<file path="src/hpds_defines.svh">
// constants for the core-side half of the byte-wide host port
// assumes an includer that also imports hpds_pkg for the types
// Summary of operation
// - command pending status bit 2 follows the host command request bit.
// - taking the command exception clears the request and pending bit.
// - host clearing its command request also clears the pending bit.
// - status bits 3 and 4 show host flags 0 and 1; host-only.
// - status bits 5 and 6 read as zero.
// - status bit 7 is set when either transfer size select bit is set.
// - the direction not used by DMA stays usable by the core.
// - host word moves to receive word when both flags clear; sets both.
// - receive word is read-only, valid while full; reading clears full.
// - transmit word is write-only; each write clears transmit empty unless a move or host initialise sets it that cycle.
// - transmit word copies to host bytes when both flags clear; sets both.
// - software should wait for transmit empty before writing again.
// - no reset alters the receive or transmit words.
// - four reset sources: pin, software, port control bits zero, stop.
// - all resets clear status flags, set tx empty; control on pin/software only.
// - internal interrupt request when status bit and its enable are set.
// - host command interrupt may target any vector table entry.
// - data requests clear by data access; command by acknowledge.
// - flags changed from the host side are synchronised one by one.
// - software should read encoded host flags twice for a consistent value.
// - host sees eight byte-wide locations only it can access.
// - an internal DMA address counter spares the host address lines.
// - control bits 0, 1, 2 enable rx full, tx empty, command requests.
// - host initialise clears rx full and sets tx empty independently.
// - status reads land on the low byte, upper bits zero.
`ifndef HPDS_DEFINES_SVH
`define HPDS_DEFINES_SVH
`define HPDS_ADDR_CONTROL 2'h0
`define HPDS_ADDR_STATUS 2'h1
`define HPDS_ADDR_DATA 2'h2
`define HPDS_CTL_RX_IE 0
`define HPDS_CTL_TX_IE 1
`define HPDS_CTL_CMD_IE 2
`define HPDS_CTL_WIDTH 5
`define HPDS_CTL_RESET 5'h00
`define HPDS_DMA_LAST 2'h3
// host tx empty rests high so a reset cannot fake a waiting host word
`define HPDS_SYNC_RESET 7'h02
`endif

</file>
<file path="src/hpds_pkg.sv">
// types shared by the core-side host port half
// assumes nothing beyond a SystemVerilog compiler
package hpds_pkg;
  // host-side levels that need synchronising
  typedef struct packed {
    logic cmd_req;
    logic flag1;
    logic flag0;
    logic size_hi;
    logic size_lo;
    logic tx_empty;
    logic rx_full;
  } hpds_host_t;
  // command pending tracking, gray on every step except drain back to idle
  typedef enum logic [1:0] {
    HPDS_CMD_IDLE = 2'b00,
    HPDS_CMD_PEND = 2'b01,
    HPDS_CMD_DRAIN = 2'b11
  } hpds_cmd_t;
endpackage : hpds_pkg

</file>
<file path="src/hpds_port.sv">
// core-side half of the byte-wide host port: status, control, data words
// assumes host-side registers live outside and talk through level/pulse ports
`timescale 1ns/1ps
`include "hpds_defines.svh"
module hpds_port
  import hpds_pkg::*;
#(
  parameter int DATA_W = 24 // word width
) (
  input wire logic sys_clk, // core clock, 50 MHz
  input wire logic rst, // hardware reset, sync high
  input wire logic sw_reset, // software reset instruction
  input wire logic stop_reset, // stop instruction reset
  input wire logic [1:0] port_b_control, // both zero gives individual reset
  input wire logic core_rd, // core read strobe
  input wire logic core_wr, // core write strobe
  input wire logic [1:0] core_addr, // register select
  input wire logic [DATA_W-1:0] core_wdata, // core write data
  output logic [DATA_W-1:0] core_rdata, // core read data
  input wire logic core_cmd_ack, // command exception taken
  input wire hpds_host_t host_in, // raw host-side levels
  input wire logic [DATA_W-1:0] host_tx_bytes, // host transmit bytes
  input wire logic [5:0] cmd_vector, // host-chosen vector
  input wire logic init_clear_rx, // host init clears rx full
  input wire logic init_set_tx, // host init sets tx empty
  input wire logic dma_ack, // one pulse per dma byte
  input wire logic dma_init, // preload dma counter
  output logic [DATA_W-1:0] host_rx_bytes, // word to host receive bytes
  output logic host_rx_load, // pulse: sets host rx full
  output logic host_tx_take, // pulse: sets host tx empty
  output logic host_cmd_clear, // pulse: clears host command request
  output logic [1:0] dma_addr, // dma register select
  output logic irq_rx, // receive full request
  output logic irq_tx, // transmit empty request
  output logic irq_cmd, // host command request
  output logic [5:0] irq_cmd_vector // vector for command request
);

  // reset groups
  logic full_rst;
  logic port_rst;
  assign full_rst = rst | sw_reset;
  assign port_rst = full_rst | stop_reset | (port_b_control == 2'b00);

  // two-stage synchroniser; first stage read only by second
  hpds_host_t sync_a;
  hpds_host_t sync_b;
  always_ff @(posedge sys_clk) begin
    if (port_rst) begin
      sync_a <= `HPDS_SYNC_RESET;
      sync_b <= `HPDS_SYNC_RESET;
    end else begin
      sync_a <= host_in;
      sync_b <= sync_a;
    end
  end

  // decoding used by read and write paths
  function automatic logic hit(input logic [1:0] a, input logic [1:0] r, input logic s);
    hit = s & (a == r);
  endfunction : hit

  logic rd_data;
  logic wr_data;
  logic wr_ctl;
  logic rd_stat;
  assign rd_data = hit(core_addr, `HPDS_ADDR_DATA, core_rd);
  assign wr_data = hit(core_addr, `HPDS_ADDR_DATA, core_wr);
  assign wr_ctl = hit(core_addr, `HPDS_ADDR_CONTROL, core_wr);
  assign rd_stat = hit(core_addr, `HPDS_ADDR_STATUS, core_rd);

  // control register, cleared by pin and software reset only
  logic [`HPDS_CTL_WIDTH-1:0] ctl;
  always_ff @(posedge sys_clk) begin
    if (full_rst) begin
      ctl <= `HPDS_CTL_RESET;
    end else if (wr_ctl) begin
      ctl <= core_wdata[`HPDS_CTL_WIDTH-1:0];
    end
  end

  // words themselves carry no reset
  logic [DATA_W-1:0] rx_word;
  logic [DATA_W-1:0] tx_word;
  logic rx_full;
  logic tx_empty;
  logic rx_wait;
  logic tx_wait;
  logic move_in;
  logic move_out;

  // host-to-core move; wait until host empty has been seen to avoid
  // re-taking the same word through the stale synchroniser
  assign move_in = !sync_b.tx_empty && !rx_full && !rx_wait;
  assign move_out = !tx_empty && !sync_b.rx_full && !tx_wait;

  always_ff @(posedge sys_clk) begin
    if (move_in) begin
      rx_word <= host_tx_bytes;
    end
  end

  always_ff @(posedge sys_clk) begin
    if (wr_data) begin
      tx_word <= core_wdata;
    end
  end

  always_ff @(posedge sys_clk) begin
    if (move_out) begin
      host_rx_bytes <= tx_word;
    end
  end

  // receive full flag; a move wins over a same-cycle clear
  always_ff @(posedge sys_clk) begin
    if (port_rst) begin
      rx_full <= 1'b0;
    end else if (move_in) begin
      rx_full <= 1'b1;
    end else if (rd_data || init_clear_rx) begin
      rx_full <= 1'b0;
    end
  end

  // transmit empty flag; a move wins over a same-cycle write
  always_ff @(posedge sys_clk) begin
    if (port_rst) begin
      tx_empty <= 1'b1;
    end else if (move_out || init_set_tx) begin
      tx_empty <= 1'b1;
    end else if (wr_data) begin
      tx_empty <= 1'b0;
    end
  end

  // hold-offs until host-side flags come back through the synchroniser
  always_ff @(posedge sys_clk) begin
    if (port_rst) begin
      rx_wait <= 1'b0;
      tx_wait <= 1'b0;
    end else begin
      if (move_in) begin
        rx_wait <= 1'b1;
      end else if (sync_b.tx_empty) begin
        rx_wait <= 1'b0;
      end
      if (move_out) begin
        tx_wait <= 1'b1;
      end else if (sync_b.rx_full) begin
        tx_wait <= 1'b0;
      end
    end
  end

  // host handshake pulses
  always_ff @(posedge sys_clk) begin
    if (port_rst) begin
      host_rx_load <= 1'b0;
      host_tx_take <= 1'b0;
    end else begin
      host_rx_load <= move_out;
      host_tx_take <= move_in;
    end
  end

  // command pending: follows the request, dropped on acknowledge and
  // held low until the host request is seen low, so a stale level
  // cannot raise it again
  hpds_cmd_t cmd_state;
  hpds_cmd_t next_cmd_state;
  always_comb begin
    next_cmd_state = cmd_state;
    case (cmd_state)
      HPDS_CMD_IDLE: begin
        if (sync_b.cmd_req) begin
          next_cmd_state = HPDS_CMD_PEND;
        end
      end
      HPDS_CMD_PEND: begin
        if (core_cmd_ack) begin
          next_cmd_state = HPDS_CMD_DRAIN;
        end else if (!sync_b.cmd_req) begin
          next_cmd_state = HPDS_CMD_IDLE;
        end
      end
      HPDS_CMD_DRAIN: begin
        if (!sync_b.cmd_req) begin
          next_cmd_state = HPDS_CMD_IDLE;
        end
      end
      default: begin
        next_cmd_state = HPDS_CMD_IDLE;
      end
    endcase
  end

  always_ff @(posedge sys_clk) begin
    if (port_rst) begin
      cmd_state <= HPDS_CMD_IDLE;
    end else begin
      cmd_state <= next_cmd_state;
    end
  end

  logic cmd_pending;
  assign cmd_pending = (cmd_state == HPDS_CMD_PEND);

  // clear pulse back to the host request bit
  always_ff @(posedge sys_clk) begin
    if (port_rst) begin
      host_cmd_clear <= 1'b0;
    end else begin
      host_cmd_clear <= cmd_pending && core_cmd_ack;
    end
  end

  // status byte; dma bit from either size select bit
  logic [7:0] status;
  logic dma_on;
  assign dma_on = sync_b.size_hi | sync_b.size_lo;
  assign status = {dma_on, 2'b00, sync_b.flag1, sync_b.flag0,
                   cmd_pending, tx_empty, rx_full};

  // registered read data; status on the low byte
  always_ff @(posedge sys_clk) begin
    if (full_rst) begin
      core_rdata <= '0;
    end else if (rd_stat) begin
      core_rdata <= {{(DATA_W-8){1'b0}}, status};
    end else if (rd_data) begin
      core_rdata <= rx_word;
    end else if (hit(core_addr, `HPDS_ADDR_CONTROL, core_rd)) begin
      core_rdata <= {{(DATA_W-`HPDS_CTL_WIDTH){1'b0}}, ctl};
    end else begin
      core_rdata <= '0;
    end
  end

  // internal interrupt requests, cleared by data access or acknowledge
  always_ff @(posedge sys_clk) begin
    if (port_rst) begin
      irq_rx <= 1'b0;
      irq_tx <= 1'b0;
      irq_cmd <= 1'b0;
    end else begin
      irq_rx <= rx_full && !rd_data && ctl[`HPDS_CTL_RX_IE];
      irq_tx <= tx_empty && !wr_data && ctl[`HPDS_CTL_TX_IE];
      irq_cmd <= cmd_pending && !core_cmd_ack && ctl[`HPDS_CTL_CMD_IE];
    end
  end

  // any vector may be chosen; sampled while idle, held while pending and draining
  always_ff @(posedge sys_clk) begin
    if (port_rst) begin
      irq_cmd_vector <= '0;
    end else if (cmd_state == HPDS_CMD_IDLE) begin
      irq_cmd_vector <= cmd_vector;
    end
  end

  // dma address counter: preload with size bits, step, reload at last
  always_ff @(posedge sys_clk) begin
    if (port_rst) begin
      dma_addr <= 2'h0;
    end else if (dma_init) begin
      dma_addr <= {sync_b.size_hi, sync_b.size_lo};
    end else if (dma_ack && dma_on) begin
      if (dma_addr == `HPDS_DMA_LAST) begin
        dma_addr <= {sync_b.size_hi, sync_b.size_lo};
      end else begin
        dma_addr <= dma_addr + 2'h1;
      end
    end
  end

endmodule : hpds_port

</file>
<file path="config.mk">
export PLATFORM = sky130hd
export DESIGN_NAME = hpds_port
export DESIGN_NICKNAME = d
export VERILOG_FILES = /design/src/hpds_pkg.sv /design/src/hpds_port.sv
export VERILOG_INCLUDE_DIRS = /design/src
export SDC_FILE = /design/constraint.sdc
export NUM_CORES = 1
export LEC_CHECK = 0
export BUFFER_PORTS_ARGS = -buffer_cell sky130_fd_sc_hd__buf_2
export CORE_ASPECT_RATIO = 0.8
export CORE_MARGIN = 2
export CORE_UTILIZATION = 50
export DETAILED_ROUTE_END_ITERATION = 12
export HOLD_SLACK_MARGIN = 0.05
export PLACE_DENSITY_LB_ADDON = 0.08
export SYNTH_ARGS = -nofsm -noshare
export SYNTH_HDL_FRONTEND = slang
export SYNTH_SLANG_ARGS = --single-unit
</file>
<file path="constraint.sdc">
create_clock -name sys_clk -period 3.5 [get_ports sys_clk]
set_input_delay 0.7 -clock sys_clk [delete_from_list [all_inputs] [get_ports sys_clk]]
set_output_delay 0.7 -clock sys_clk [all_outputs]
set_load 0.01 [all_outputs]
</file>
### Yosys cells after proc, flatten, opt, wreduce, memory -nomap -nowiden

Cells that the tools add are included.

| word-level totals | value |
|---|---|
| register bits after elaboration | 135 |
| output and inout bits | 62 |
| word-level logic and storage cells | 97 |

| operators by class | value |
|---|---|
| $add $sub $neg | 1 |
| eq/ne operators | 6 |
| mux-type cells | 16 |
| bitwise gates (word level) | 9 |
| reduce and logical (&&, ||, !) cells | 32 |

Operator list:

| cell | number |
|---|---|
| two-way mux 24 bit | 1 |
| logical AND 1 bit | 12 |
| two-way mux 2 bit | 6 |
| logical NOT 1 bit | 9 |
| two-way mux 8 bit | 1 |
| nonzero test 2 bit | 4 |
| == test 2 bit (second input constant) | 3 |
| logical NOT 2 bit | 3 |
| two-way mux 1 bit | 6 |
| case mux 2 bit (3 select lines) | 1 |
| bitwise AND 1 bit | 5 |
| two-way mux 5 bit | 1 |
| == test 2 x 1 -> 1 bit (second input constant) | 2 |
| bitwise OR 1 bit | 4 |
| OR reduction 2 bit | 2 |
| adder 2 x 1 -> 2 bit (second input constant) | 1 |
| logical OR 1 bit | 2 |
| inequality test 2 bit (second input constant) | 1 |

### Longest topological paths before layout

| depth | value |
|---|---|
| depth after elaboration | 5 |
| mapped depth | 5 |

### Worst setup path after synthesis

Ideal clock, no wire load.

| path | value |
|---|---|
| path type | flip-flop to flip-flop |
| start point | register tx_empty |
| end point | register host_rx_bytes[0], enable pin |
| library setup time | 0.438 ns |
| arrival time | 2.078 ns |
| required time | 3.062 ns |
| setup slack | 0.984 ns |
| cell stages (with the launch flop) | 2 |
| buffers on the path | 0 |
| clock period less this slack | 2.516 ns |
| cell sequence | dfxtp_1 -> nor3_1 |

| on the way | value |
|---|---|
| word-level cells in the longest chain between the ends | 3 |

Ends and longest elaborated chain:

| element | RTL line | RTL |
|---|---|---|
| start, declared | hpds_port.sv:86 | `logic tx_empty;` |
| start signal, assigned | hpds_port.sv:129 | `tx_empty <= 1'b1;` |
| start signal, assigned | hpds_port.sv:131 | `tx_empty <= 1'b1;` |
| start signal, assigned | hpds_port.sv:133 | `tx_empty <= 1'b0;` |
| logical NOT 1 bit | hpds_port.sv:95 | `assign move_out = !tx_empty && !sync_b.rx_full && !tx_wait;` |
| logical AND 1 bit (2 in a row) | hpds_port.sv:95 |  |
| via move_out | hpds_port.sv:90 | `logic move_out;` |
| end signal, assigned | hpds_port.sv:111 | `host_rx_bytes <= tx_word;` |
| end, declared | hpds_port.sv:28 | `output logic [DATA_W-1:0] host_rx_bytes,` |

The timed path passes the listed nets, and every way through them passes these cells.
A chain may end at the register's enable or synchronous reset.

### Final worst setup path

| path | value |
|---|---|
| start point | input port sw_reset |
| end point | register irq_cmd |

| on the way | value |
|---|---|
| word-level cells in the longest chain between the ends | 3 |

Ends and longest elaborated chain:

| element | RTL line | RTL |
|---|---|---|
| start, declared | hpds_port.sv:12 | `input wire logic sw_reset,` |
| bitwise OR 1 bit | hpds_port.sv:42 | `assign full_rst = rst \| sw_reset;` |
| bitwise OR 1 bit (2 in a row) | hpds_port.sv:43 | `assign port_rst = full_rst \| stop_reset \| (port_b_control == 2'b00);` |
| end signal, assigned | hpds_port.sv:249 | `` irq_cmd <= cmd_pending && !core_cmd_ack && ctl[`HPDS_CTL_CMD_IE]; `` |
| end, declared | hpds_port.sv:35 | `output logic irq_cmd,` |

Every way passes these cells.

==> results by group <==
Status
  • Status: finished clean

Critical path
  • Slowest cell on crit path: nor3_2
  • Crit Path Category: primary input to flop
  • CP arrival: 2.29 ns
  • Crit-path max cell delay: 0.83 ns
  • Crit path required time: a little under 4 ns
  • Worst R2R Path Depth: 2
  • CP Max Fanout: 20
  • Crit path buf inv count: 1
  • CP top delay family: simple AND/OR/NAND/NOR gates
  • Setup crit end kind: flop
  • WP depth: 4
  • Crit path cell chain: buf_2, or2_1, nor3_2, and4b_1
  • CP startpoint kind: primary input

Floorplan
  • IO Count: roughly 140
  • Die Wd: ~110 um
  • Initial Utilization: around half
  • Die H: approximately 87 um
  • Cell Rows: 30
  • Core area: roughly 8400 um^2
  • Full die area: about 9300 um^2

Layout
  • Area of the multi-input gates: about 820 um^2
  • Share of cells above drive strength 1: roughly two fifths
  • Area growth, synth to finish: 32.5%
  • Fin util: about two thirds
  • Layout net count: 503
  • N_diodes: 0
  • Sequential standard cell area: around 3400 um^2
  • Fillers: roughly 650

Clock network
  • Clk_lat worst skew: 0.50 ns
  • Setup Fix Bufs, Post-CTS: 0
  • Clk slew on worst S/H paths: 0.06 ns
  • CTS tree: yes
  • CTS Buf Count: 17
  • Max clock buf depth: 2
  • Post-cts gate resize count: 0
  • H-tree depth: 4
  • Cts hold-fix bufs: 0
  • CTS Root Cell: clkbuf_8
  • TritonCTS sink count: 135

Worst hold path
  • HP Class: primary input to flop
  • Hold Crit Depth: 1

Routing
  • DRT iter0 DRCs: between 80 and 90
  • DRT Pass-1 Iters: 6
  • Drc violations: 0
  • Vias per Instance: 4.82
  • Drt wl/cell: approximately 14 um
  • Final wirelength: ~7800 um
  • Vias after detailed routing: around 2700
  • ANT nets after route: 0

Synthesis
  • Top-area cell type share of the netlist area: between 50% and 60%
  • Post-synth design cell area: 4280 um^2
  • Yosys warnings: 0
  • Post-synth net total: between 300 and 400
  • Synth area leaders: edfxtp_1 51%, dfxtp_1 29%, and3_1 3.1%
  • Post-synth top area cell: edfxtp_1
  • #FFs+latches synth: ~140
  • Yosys cell types: 36
  • Sequential share of the synthesized area: about four fifths
  • Syn Inst Count: between 200 and 300
  • Mean post-synth cell area: approximately 15 um^2

STA
  • Setup violators final: 0
  • Min cycle time layout: between 1.5 and 2 ns
  • Final setup skew: roughly 0.012 ns
  • RSZ-0062 raised after global routing: false
  • Worst Tran Pin Value: 0.987 ns
  • Final Cycle Share: between 50 and 60%
  • Fin. Hold Viols: 0
  • Peak Freq: between 500 and 600 MHz
  • Worst slew margin: 33.8%
  • Fin. max-slew vios: 0
  • Sum Neg Setup Slack: 0 ns

Global route
  • Initial antenna violation count: 0
  • Gr ovfl total: 0
  • Largest net degree at the start of global routing: 25
  • Vias in the first global route: about 2500
  • First-pass GRT wire length: roughly 12000 um
  • GRT Overall Usage: ~18%

Place
  • Final HPWL DP: ~5500 um
  • Routability Congestion: about 0.74
  • IO Port Bufs: about 140

Pwr
  • PwrDens: ~600 nW/um^2
  • Leakage power: between 2 and 2.5 nW
  • Max VDD drop: around 0.30 mV

Job
  • Max-cap viol count: 0
worst paths after layout:
kind	start	endpoint	slack [ns]
worst max register to register	rx_full$_SDFFE_PP0P_	rx_word[21]$_DFFE_PP_	1.66
worst min-delay path	host_tx_bytes[15]	rx_word[15]$_DFFE_PP_	0.37
worst min register to register	tx_word[3]$_DFFE_PP_	host_rx_bytes[3]$_DFFE_PP_	0.41
worst max-delay path	sw_reset	irq_cmd$_SDFF_PP0_	1.65
layout by cell type (no fill, tap or decap), types with 2 or more instances in the layout:
| master | instances |
|---|---|
| a21boi_0 | 2 |
| a21oi_1 | 14 |
| and2_1 | 14 |
| and3_1 | 21 |
| buf_2 | 137 |
| buf_4 | 4 |
| clkbuf_1 | 2 |
| clkbuf_16 | 18 |
| clkbuf_8 | 2 |
| clkinv_4 | 2 |
| clkinvlp_4 | 3 |
| dfxtp_1 | 63 |
| edfxtp_1 | 72 |
| inv_1 | 2 |
| inv_6 | 4 |
| mux2i_1 | 5 |
| nand2_1 | 7 |
| nand2b_1 | 8 |
| nand3b_1 | 3 |
| nor2_1 | 13 |
| nor2b_1 | 6 |
| nor3_1 | 3 |
| nor3_2 | 2 |
| nor3b_2 | 2 |
| o21ai_0 | 8 |
| o221ai_1 | 5 |
metrics by stage:
stage	total power, mW	instances	setup WS, ns	hold slack (ns)	instance area, um^2
floorplan	1.77	278	0.984	0.386	4280
finish	3.42	551	1.65	0.370	5670
CTS	3.47	551	1.63	0.350	5670
global route	3.56	551	1.52	0.338	5670
global placement	1.83	519	1.14	0.392	5100
detailed placement	1.83	519	1.15	0.391	5100
kinds of logic (layout without fill, tap and decap cells):
group | after synthesis | in the layout | share of synthesized area, %
flip-flops | 135 | 135 | 80.0
multiplexers | 6 | 6 | 1.43
adder cells (fa/ha/maj) | 1 | 1 | 0.292
buffers and inverters | 14 | 175 | 1.26
AND/OR/NAND/NOR | 87 | 87 | 11.9
AO/OA/AOI/OAI | 35 | 35 | 5.14
cells in the mapped netlist, drive strengths merged:
cell      n
a2bb2oi   1
o21a      1
or3       2
nand2     7
and2     14
nor3      5
ha        1
o21ai     8
and3     21
o211ai    1
a221oi    1
a21oi    14
a21boi    2
mux2i     5
inv       2
or4       1
or2       2
edfxtp   72
nor3b     3
mux2      1
a211oi    1
nand2b    8
o2111a    1
buf       1
nand3     1
and4b     1
nand3b    3
o221ai    5
dfxtp    63
nor2     13
nor2b     6
clkbuf   11
power by group:
part / total [mW] / internal [mW] / switching (mW)
Sequential: 1.70 / 1.69 / 0.00616
Combinational: 0.0985 / 0.0487 / 0.0498
Clock: 1.63 / 0.986 / 0.643
routing by layer:
metal / wire [um] / track usage [%] / share of wire (%) / vias up
li1: - / - / - / 1308
met1: 3520 / 22.4 / 45 / 1249
met2: 3770 / 28.1 / 48 / 91
met3: 495 / 6.24 / 6.3 / 8
met4: 54 / 5.94 / 0.69 / 0
met5: 0 / 0 / 0 / -
final cells by class:
class	count	area share [%]
Tap cell	112	2.47
Multi-Input combinational cell	129	14.4
Clock buffer	22	8.56
Clock inverter	10	1.43
Timing Repair Buffer	141	12.6
Sequential cell	135	60.4
Inverter	2	0.132
flip-flops by register name, indices dropped and copies added (netlist names):
signal,cells
rx_wait,1
host_cmd_clear,1
ctl,5
irq_cmd,1
status,2
host_rx_bytes,24
core_rdata,24
host_rx_load,1
sync_b,5
cmd_state,2
irq_rx,1
irq_tx,1
dma_addr,2
sync_a,7
rx_word,24
host_tx_take,1
tx_wait,1
irq_cmd_vector,6
tx_empty,1
rx_full,1
tx_word,24
No activity file was read; power rests on OpenSTA's default activity.
